`config.mk`:
```
export PLATFORM = sky130hd
export DESIGN_NAME = rss_reset_source_sequencer
export DESIGN_NICKNAME = d
export VERILOG_FILES = /design/src/common/rss_pkg.sv /design/src/hdl/rss_reset_source_sequencer.sv
export SDC_FILE = /design/constraint.sdc
export NUM_CORES = 1
export LEC_CHECK = 0
export ABC_AREA = 1
export BUFFER_PORTS_ARGS = -buffer_cell sky130_fd_sc_hd__clkbuf_2
export CAP_MARGIN = 15
export CORE_MARGIN = 1
export CORE_UTILIZATION = 35
export CTS_CLUSTER_DIAMETER = 50
export DETAILED_ROUTE_END_ITERATION = 12
export PLACE_DENSITY = 0.62
export RECOVER_POWER = 25
export SYNTH_ARGS = -nofsm -noshare
export SYNTH_HDL_FRONTEND = slang
export SYNTH_SLANG_ARGS = --single-unit
```
`constraint.sdc`:
```
create_clock -name clk_in -period 1.7 [get_ports clk_in]
set_input_delay 0.425 -clock clk_in [delete_from_list [all_inputs] [get_ports clk_in]]
set_output_delay 0.425 -clock clk_in [all_outputs]
set_load 0.01 [all_outputs]
```
`src/common/rss_pkg.sv`:
```
// rss_pkg: constants and types for the reset source sequencer.
// assumes one 25 MHz system clock; the low-speed oscillator arrives as a pin level.
package rss_pkg;
  // release count in low-speed oscillator clocks after power-on or monitor one
  localparam logic [5:0] RSS_RELEASE_COUNT = 6'h20;
  // cpu clock divider select after reset: low-speed osc divided by eight
  localparam logic [1:0] RSS_CPU_DIV_8 = 2'h3;
  // reset vector location, arbitrary fetch pointer for the cpu
  localparam logic [19:0] RSS_RESET_VECTOR_ADDR = 20'hFFFFC;
  // number of general purpose port pins
  localparam int RSS_PORT_PINS = 16;
  // count of reset sources
  localparam int RSS_SOURCES = 6;
  // minimum pin low time expected of the outside, microseconds
  localparam int RSS_PIN_LOW_US = 500;
  // source codes shown on the cause output
  localparam logic [2:0] RSS_CAUSE_PIN = 3'h0;
  localparam logic [2:0] RSS_CAUSE_POR = 3'h1;
  localparam logic [2:0] RSS_CAUSE_MON1 = 3'h2;
  localparam logic [2:0] RSS_CAUSE_MON2 = 3'h3;
  localparam logic [2:0] RSS_CAUSE_WDT = 3'h4;
  localparam logic [2:0] RSS_CAUSE_SW = 3'h5;
  // sequencer states
  typedef enum logic [1:0] {
    RSS_HOLD = 2'b00,
    RSS_COUNT = 2'b01,
    RSS_RUN = 2'b10
  } rss_state_t;
endpackage

```
`src/hdl/rss_reset_source_sequencer.sv`:
```
// rss_reset_source_sequencer: gathers six reset sources into one internal reset.
// assumes the pin, supply comparators and slow oscillator are asynchronous levels;
// watchdog and software requests come from logic on clk_in.
// ram is never touched here; the cpu clock choice and the vector are constants.
`timescale 1ns/10ps
`default_nettype none
module rss_reset_source_sequencer (
  input wire logic clk_in,
  input wire logic reset_n_in,
  input wire logic reset_pin_n_in,            // external reset pin, low active
  input wire logic supply_above_first_in,     // supply above first_detect_threshold
  input wire logic supply_above_second_in,    // supply above second_detect_threshold
  input wire logic low_speed_osc_clock_in,    // slow oscillator as a level
  input wire logic watchdog_underflow_in,     // one-cycle pulse
  input wire logic watchdog_reset_select_bit_in,
  input wire logic software_reset_request_bit_in, // one-cycle write strobe of a 1
  input wire logic monitor_one_enable_in,     // software's monitor one enable
  input wire logic monitor_one_enable_load_in, // strobe loading monitor_one_enable_in
  input wire logic monitor_two_enable_in,
  input wire logic monitor_two_mode_select_in,
  output logic internal_reset_n_out,
  output logic [19:0] fetch_addr_out,
  output logic fetch_start_out,
  output logic [1:0] cpu_clock_div_out,
  output logic [15:0] port_dir_out,
  output logic ram_clear_out,
  output logic monitor_one_enabled_out,
  output logic cold_reset_out,
  output logic [2:0] reset_cause_out,
  output logic monitor_two_irq_out
);
  // two-flop synchronisers for asynchronous levels
  logic [3:0] sync1_q, sync1_d, sync2_q, sync2_d;
  // sequencer state and counters
  rss_pkg::rss_state_t state_q, state_d;
  logic [5:0] count_q, count_d;
  logic osc_prev_q, osc_prev_d;
  logic mon1_en_q, mon1_en_d;           // monitor one reset enable
  logic cold_q, cold_d;                 // last reset was power-on or monitor one
  logic sw_hold_q, sw_hold_d;           // latched one-shot source
  logic [2:0] cause_q, cause_d;
  logic start_q, start_d;
  logic mon2_prev_q, mon2_prev_d;
  logic irq_q, irq_d;
  // synchronised views
  logic pin_n_s, above1_s, above2_s, osc_s, osc_edge;
  logic mon1_src, mon2_src, wdt_src, sw_src, any_src, cold_src;

  assign pin_n_s = sync2_q[0];
  assign above1_s = sync2_q[1];
  assign above2_s = sync2_q[2];
  assign osc_s = sync2_q[3];
  // count only rising edges of the slow oscillator seen after synchronising
  assign osc_edge = osc_s & ~osc_prev_q;

  // source decode: power-on shares the first threshold comparator with monitor one
  always_comb
  begin
    // monitor one resets only with its enable; power-on needs none
    mon1_src = ~above1_s & mon1_en_q;
    mon2_src = ~above2_s & monitor_two_enable_in & monitor_two_mode_select_in;
    wdt_src = watchdog_underflow_in & watchdog_reset_select_bit_in;
    sw_src = software_reset_request_bit_in;
    cold_src = ~above1_s;
    // any active source keeps the reset asserted
    any_src = ~pin_n_s | cold_src | mon1_src | mon2_src | wdt_src | sw_src;
  end

  // next-state logic of the synchronisers and sequencer
  always_comb
  begin
    sync1_d = {low_speed_osc_clock_in, supply_above_second_in,
               supply_above_first_in, reset_pin_n_in};
    sync2_d = sync1_q;
    osc_prev_d = osc_s;
    state_d = state_q;
    count_d = count_q;
    cold_d = cold_q;
    cause_d = cause_q;
    mon1_en_d = mon1_en_q;
    sw_hold_d = 1'b0;
    start_d = 1'b0;
    mon2_prev_d = above2_s;
    irq_d = 1'b0;
    // interrupt mode of monitor two: pulse on a threshold crossing
    // only while running: the synchronisers wake from reset at zero, so a
    // crossing seen in hold or count is the reset itself, not the supply
    if ((state_q == rss_pkg::RSS_RUN) && monitor_two_enable_in &&
        !monitor_two_mode_select_in && (above2_s != mon2_prev_q))
    begin
      irq_d = 1'b1;
    end
    if (monitor_one_enable_load_in)
    begin
      mon1_en_d = monitor_one_enable_in;
    end
    unique case (state_q)
      rss_pkg::RSS_HOLD:
      begin
        count_d = 6'h00;
        if (cold_src || mon1_src)
        begin
          cold_d = 1'b1;
          // with monitor one still off, a low first threshold is a power-on
          cause_d = cold_src && !mon1_en_q ? rss_pkg::RSS_CAUSE_POR : rss_pkg::RSS_CAUSE_MON1;
        end
        // a cold cause is kept until its count ends, even if the pin or
        // monitor two also pull reset meanwhile
        else if (!cold_q && !pin_n_s)
        begin
          cause_d = rss_pkg::RSS_CAUSE_PIN;
        end
        else if (!cold_q && mon2_src)
        begin
          cause_d = rss_pkg::RSS_CAUSE_MON2;
        end
        if (!any_src && !sw_hold_q)
        begin
          // cold resets count the slow clock; warm ones release at once
          state_d = cold_q ? rss_pkg::RSS_COUNT : rss_pkg::RSS_RUN;
          start_d = !cold_q;
          if (cold_q)
          begin
            mon1_en_d = 1'b1;
          end
        end
      end
      rss_pkg::RSS_COUNT:
      begin
        // any source in the middle of a count starts it over from zero
        if (any_src)
        begin
          state_d = rss_pkg::RSS_HOLD;
        end
        else if (osc_edge)
        begin
          count_d = count_q + 6'h01;
          if (count_q + 6'h01 == rss_pkg::RSS_RELEASE_COUNT)
          begin
            state_d = rss_pkg::RSS_RUN;
            start_d = 1'b1;
          end
        end
      end
      rss_pkg::RSS_RUN:
      begin
        // pulse sources leave their cause here; level sources name it in hold
        if (any_src)
        begin
          state_d = rss_pkg::RSS_HOLD;
          cold_d = cold_src | mon1_src;
          sw_hold_d = 1'b1;  // stretch a pulse source through one hold cycle
          if (wdt_src)
          begin
            cause_d = rss_pkg::RSS_CAUSE_WDT;
          end
          else if (sw_src)
          begin
            cause_d = rss_pkg::RSS_CAUSE_SW;
          end
        end
      end
      default:
      begin
        state_d = rss_pkg::RSS_HOLD;
      end
    endcase
  end

  // registers only; synchronous active-low reset is a power-on start
  always_ff @(posedge clk_in)
  begin
    if (!reset_n_in)
    begin
      // sync flops start low so the supply reads as absent: a power-on
      sync1_q <= 4'h0;
      sync2_q <= 4'h0;
      osc_prev_q <= 1'b0;
      state_q <= rss_pkg::RSS_HOLD;
      count_q <= 6'h00;
      cold_q <= 1'b1;
      cause_q <= rss_pkg::RSS_CAUSE_POR;
      // monitor one stays off through power-on and is switched on as the
      // cold count starts, so the power-on cause is not taken for monitor one
      mon1_en_q <= 1'b0;
      sw_hold_q <= 1'b0;
      start_q <= 1'b0;
      mon2_prev_q <= 1'b1;
      irq_q <= 1'b0;
    end
    else
    begin
      sync1_q <= sync1_d;
      sync2_q <= sync2_d;
      osc_prev_q <= osc_prev_d;
      state_q <= state_d;
      count_q <= count_d;
      cold_q <= cold_d;
      cause_q <= cause_d;
      mon1_en_q <= mon1_en_d;
      sw_hold_q <= sw_hold_d;
      start_q <= start_d;
      mon2_prev_q <= mon2_prev_d;
      irq_q <= irq_d;
    end
  end

  // outputs; ram is left alone by every reset
  assign internal_reset_n_out = (state_q == rss_pkg::RSS_RUN);
  assign fetch_addr_out = rss_pkg::RSS_RESET_VECTOR_ADDR;
  assign fetch_start_out = start_q;
  assign cpu_clock_div_out = rss_pkg::RSS_CPU_DIV_8;
  assign port_dir_out = '0;
  assign ram_clear_out = 1'b0;
  // the enable software sees, forced on as every cold count starts
  assign monitor_one_enabled_out = mon1_en_q;
  // cold means the last release waited for the slow count
  assign cold_reset_out = cold_q;
  // cause of the last reset, kept until the next one
  assign reset_cause_out = cause_q;
  // one-cycle interrupt pulse, registered
  assign monitor_two_irq_out = irq_q;
endmodule
`default_nettype wire

```
==> impl_metrics.tcl <==
set metrics [dict create \
    layout_common_cells "conb_1, nand2_1, dfxtp_1, inv_1, nand3_1" \
    r2r_start "count_q[0]$_SDFFE_PN0P_" \
    fp.dieH_um 66.4 \
    synth_ff_type "dfxtp_1" \
    hold_violations 0 \
    drc 2 \
    violations "design-rule violations" \
    synth-edff-count 0 \
    holdBufCountCts 0 \
    insertion_delay_ps 270 \
    areaGrowthSynthToFinish_pct 4.39 \
    ys_ff_latch 26 \
    power_density_nw_per_um2 824 \
    netlist.area_leader.share 0.358 \
    ios 60 \
    numCtsBuffers 3 \
    gp_congestion 0.832 \
    r2r_slack_ps 220 \
    rsz0062_at_grt "no" \
    holdPathEnd "sync1_q[1]$_SDFF_PN0_" \
    gr-usage-met3 0.0310 \
    via_count 1148 \
    internal_power_w 0.000970 \
    switchingPower_w 0.000279 \
    p_clk_frac 0.405 \
    grt_first_pass_wirelength_um 4070 \
    cts_buffer_depth 2 \
    gr-total-overflow 0 \
    crit_type "reg2out" \
    busiest_layer "met2" \
    row_count 23 \
    status "finished, violations left" \
    antenna_left 0 \
    cts_tree "built" \
    rr_endpoint "state_q[1]$_SDFFE_PN0P_" \
    drive_gt1_frac 0.143 \
    critPathLaunchType "flop" \
    drt_wl_total_um 2340 \
    netlist_area_um2 1450 \
    cts.clk_slew.worst_paths_ps 90 \
    cp_data_arrival_time_ps 1150 \
    cts_htree_levels 1 \
    cp-end-kind "primary output" \
    p_sw_frac 0.224 \
    drt_iter0_drc 61 \
    fin_nets 238 \
    cp_max_fo 6 \
    timing.final.crit_share 0.924 \
    grt_pass1_vias 938 \
    min_path_cells 3 \
    seq_power_share 0.507 \
    antenna_found_initial 0 \
    avgViaCountPerCell 4.21 \
    hold_class "in2reg" \
    slew_viol_final 0 \
    power.leakage_nw 0.791 \
    min_period_ps 1570 \
    antenna_cells 0 \
    mostFrequentLayoutCell "conb_1" \
    dp_cells 269 \
    combinationalPowerShare 0.088 \
    n_fill_cell 429 \
    fin_cells 273 \
    cap_violations 0 \
    synth_cells 203 \
    dieArea_um2 4410 \
    portBuffers 20 \
    cts-root-buf "clkbuf_8" \
    core_area_um2 4000 \
    cts_sinks 26 \
    yosysTopAreaCell "dfxtp_1" \
    setup_viol 0 \
    relSlewSlack 0.575 \
    required_ps 1270 \
    grt.total_usage 0.120 \
    avgSynthCellArea_um2 7.16 \
    yosysSeqAreaShare 0.358 \
    grt_max_degree 16 \
    worstHoldStart "supply_above_first_in" \
    max_clock_freq_mhz 637 \
    postCtsSetupBuffers 0 \
    first_pass_iters 8 \
    die_w_um 66.4 \
    ys_async_sr_fraction 0 \
    ys_types 26 \
    r2r_cells 9 \
    peakVddDrop_v 0.000576 \
    tightest_slew_ps 638 \
    ys_top_cells_by_area "dfxtp_1, buf_4, nand2_1" \
    dp_hpwl_um 1800 \
    synth_warnings 0 \
    grtUsageMet1 0.154 \
    finClkSkew_ps 2.86 \
    setup_tns_ps 0 \
    wl_per_cell_um 8.59 \
    post-route-util 0.379 \
    met2_usage 0.196 \
    start_util 0.363 \
    power_w 0.00125 \
]
[kinds of logic after synthesis]
family	share of synthesized area
and+or+nand+nor	0.261
buffers and inverters	0.284
DFF	0.358
AOI/OAI and AO/OA	0.0698
other	0.00517
adders and majority gates	0.00861
xor gates and xnor gates	0.00603
muxes	0.00689
[synthesized netlist by cell type (2+ instances only)]
| master | instances |
|---|---|
| clkbuf_1 | 2 |
| buf_4 | 39 |
| inv_1 | 24 |
| dfxtp_1 | 26 |
| inv_2 | 3 |
| nand2_1 | 38 |
| a31oi_1 | 2 |
| nand3_1 | 20 |
| nand4_1 | 2 |
| a21oi_1 | 10 |
| nor2_1 | 16 |
| conb_1 | 2 |
| o21ai_0 | 6 |
[flip-flops by register name (all words and copies together), names as in the netlist]
register and count:
reset_cause_out 3, count_q 6, monitor_two_irq_out 1, sync1_q 4
monitor_one_enabled_out 1, sw_hold_q 1, state_q 2, sync2_q 4
cold_reset_out 1, mon2_prev_q 1, osc_prev_q 1, fetch_start_out 1
[critical path, stage by stage (launching register included)]
cell,delay [ps]
dfxtp_1,350
inv_1,120
nand2_1,130
inv_2,130
clkbuf_2,140
[cell type report]
class | instances | area [um2] | area share
clock inverter | 1 | 30.0 | 0.0198
clock buffer | 3 | 41.3 | 0.0272
tap | 50 | 62.6 | 0.0413
inverter | 27 | 101 | 0.0668
multi-input combinational | 145 | 658 | 0.434
sequential | 26 | 520 | 0.343
timing repair buffer | 21 | 103 | 0.0677
[timing repair]
| action | in CTS | in global routing |
|---|---|---|
| hold endpoints to repair | 0 | 0 |
| gates resized for setup | 0 | 1 |
| endpoints found under the setup margin | 0 | 1 |
[power groups by stage]
stage	Clock [W]	Sequential [W]	Combinational, W
finish	0.000507	0.000634	0.000109
floorplan	0	0.000650	0.000143
CTS	0.000523	0.000634	0.000111
detailed placement	0	0.000648	0.000111
global route	0.000548	0.000636	0.000127
global placement	0	0.000648	0.000110
[routing by layer]
layer  part of all wire  vias to the layer above
met3              0.056                        4
li1                   -                      593
met5                  0                        -
met1               0.45                      513
met2               0.48                       38
met4              0.011                        0
[worst max-delay path by stage]
| stage | to | startpoint | slack [ps] | cells after the start |
|---|---|---|---|---|
| 2_1_floorplan | state_q[1]$_SDFFE_PN0P_ | count_q[0]$_SDFFE_PN0P_ | 450 | 9 |
| 3_3_place_gp | fetch_start_out$_SDFF_PN0_ | count_q[0]$_SDFFE_PN0P_ | 340 | 7 |
| 3_5_place_dp | state_q[0]$_SDFFE_PN0P_ | count_q[0]$_SDFFE_PN0P_ | 330 | 8 |
| 4_1_cts | internal_reset_n_out | state_q[0]$_SDFFE_PN0P_ | 70 | 4 |
| 5_1_grt | internal_reset_n_out | state_q[0]$_SDFFE_PN0P_ | 30 | 4 |
| 6_report | internal_reset_n_out | state_q[0]$_SDFFE_PN0P_ | 130 | 4 |
[through the flow]
step	worst slack, ps	cell area [um2]	hold WS, ps
after floorplan	448	1590	390
after global placement	344	1450	393
after detailed placement	327	1450	397
after CTS	71.8	1520	321
after global routing	26.3	1520	320
final	130	1520	330
Note: power is estimated with default switching activity, not from simulation.
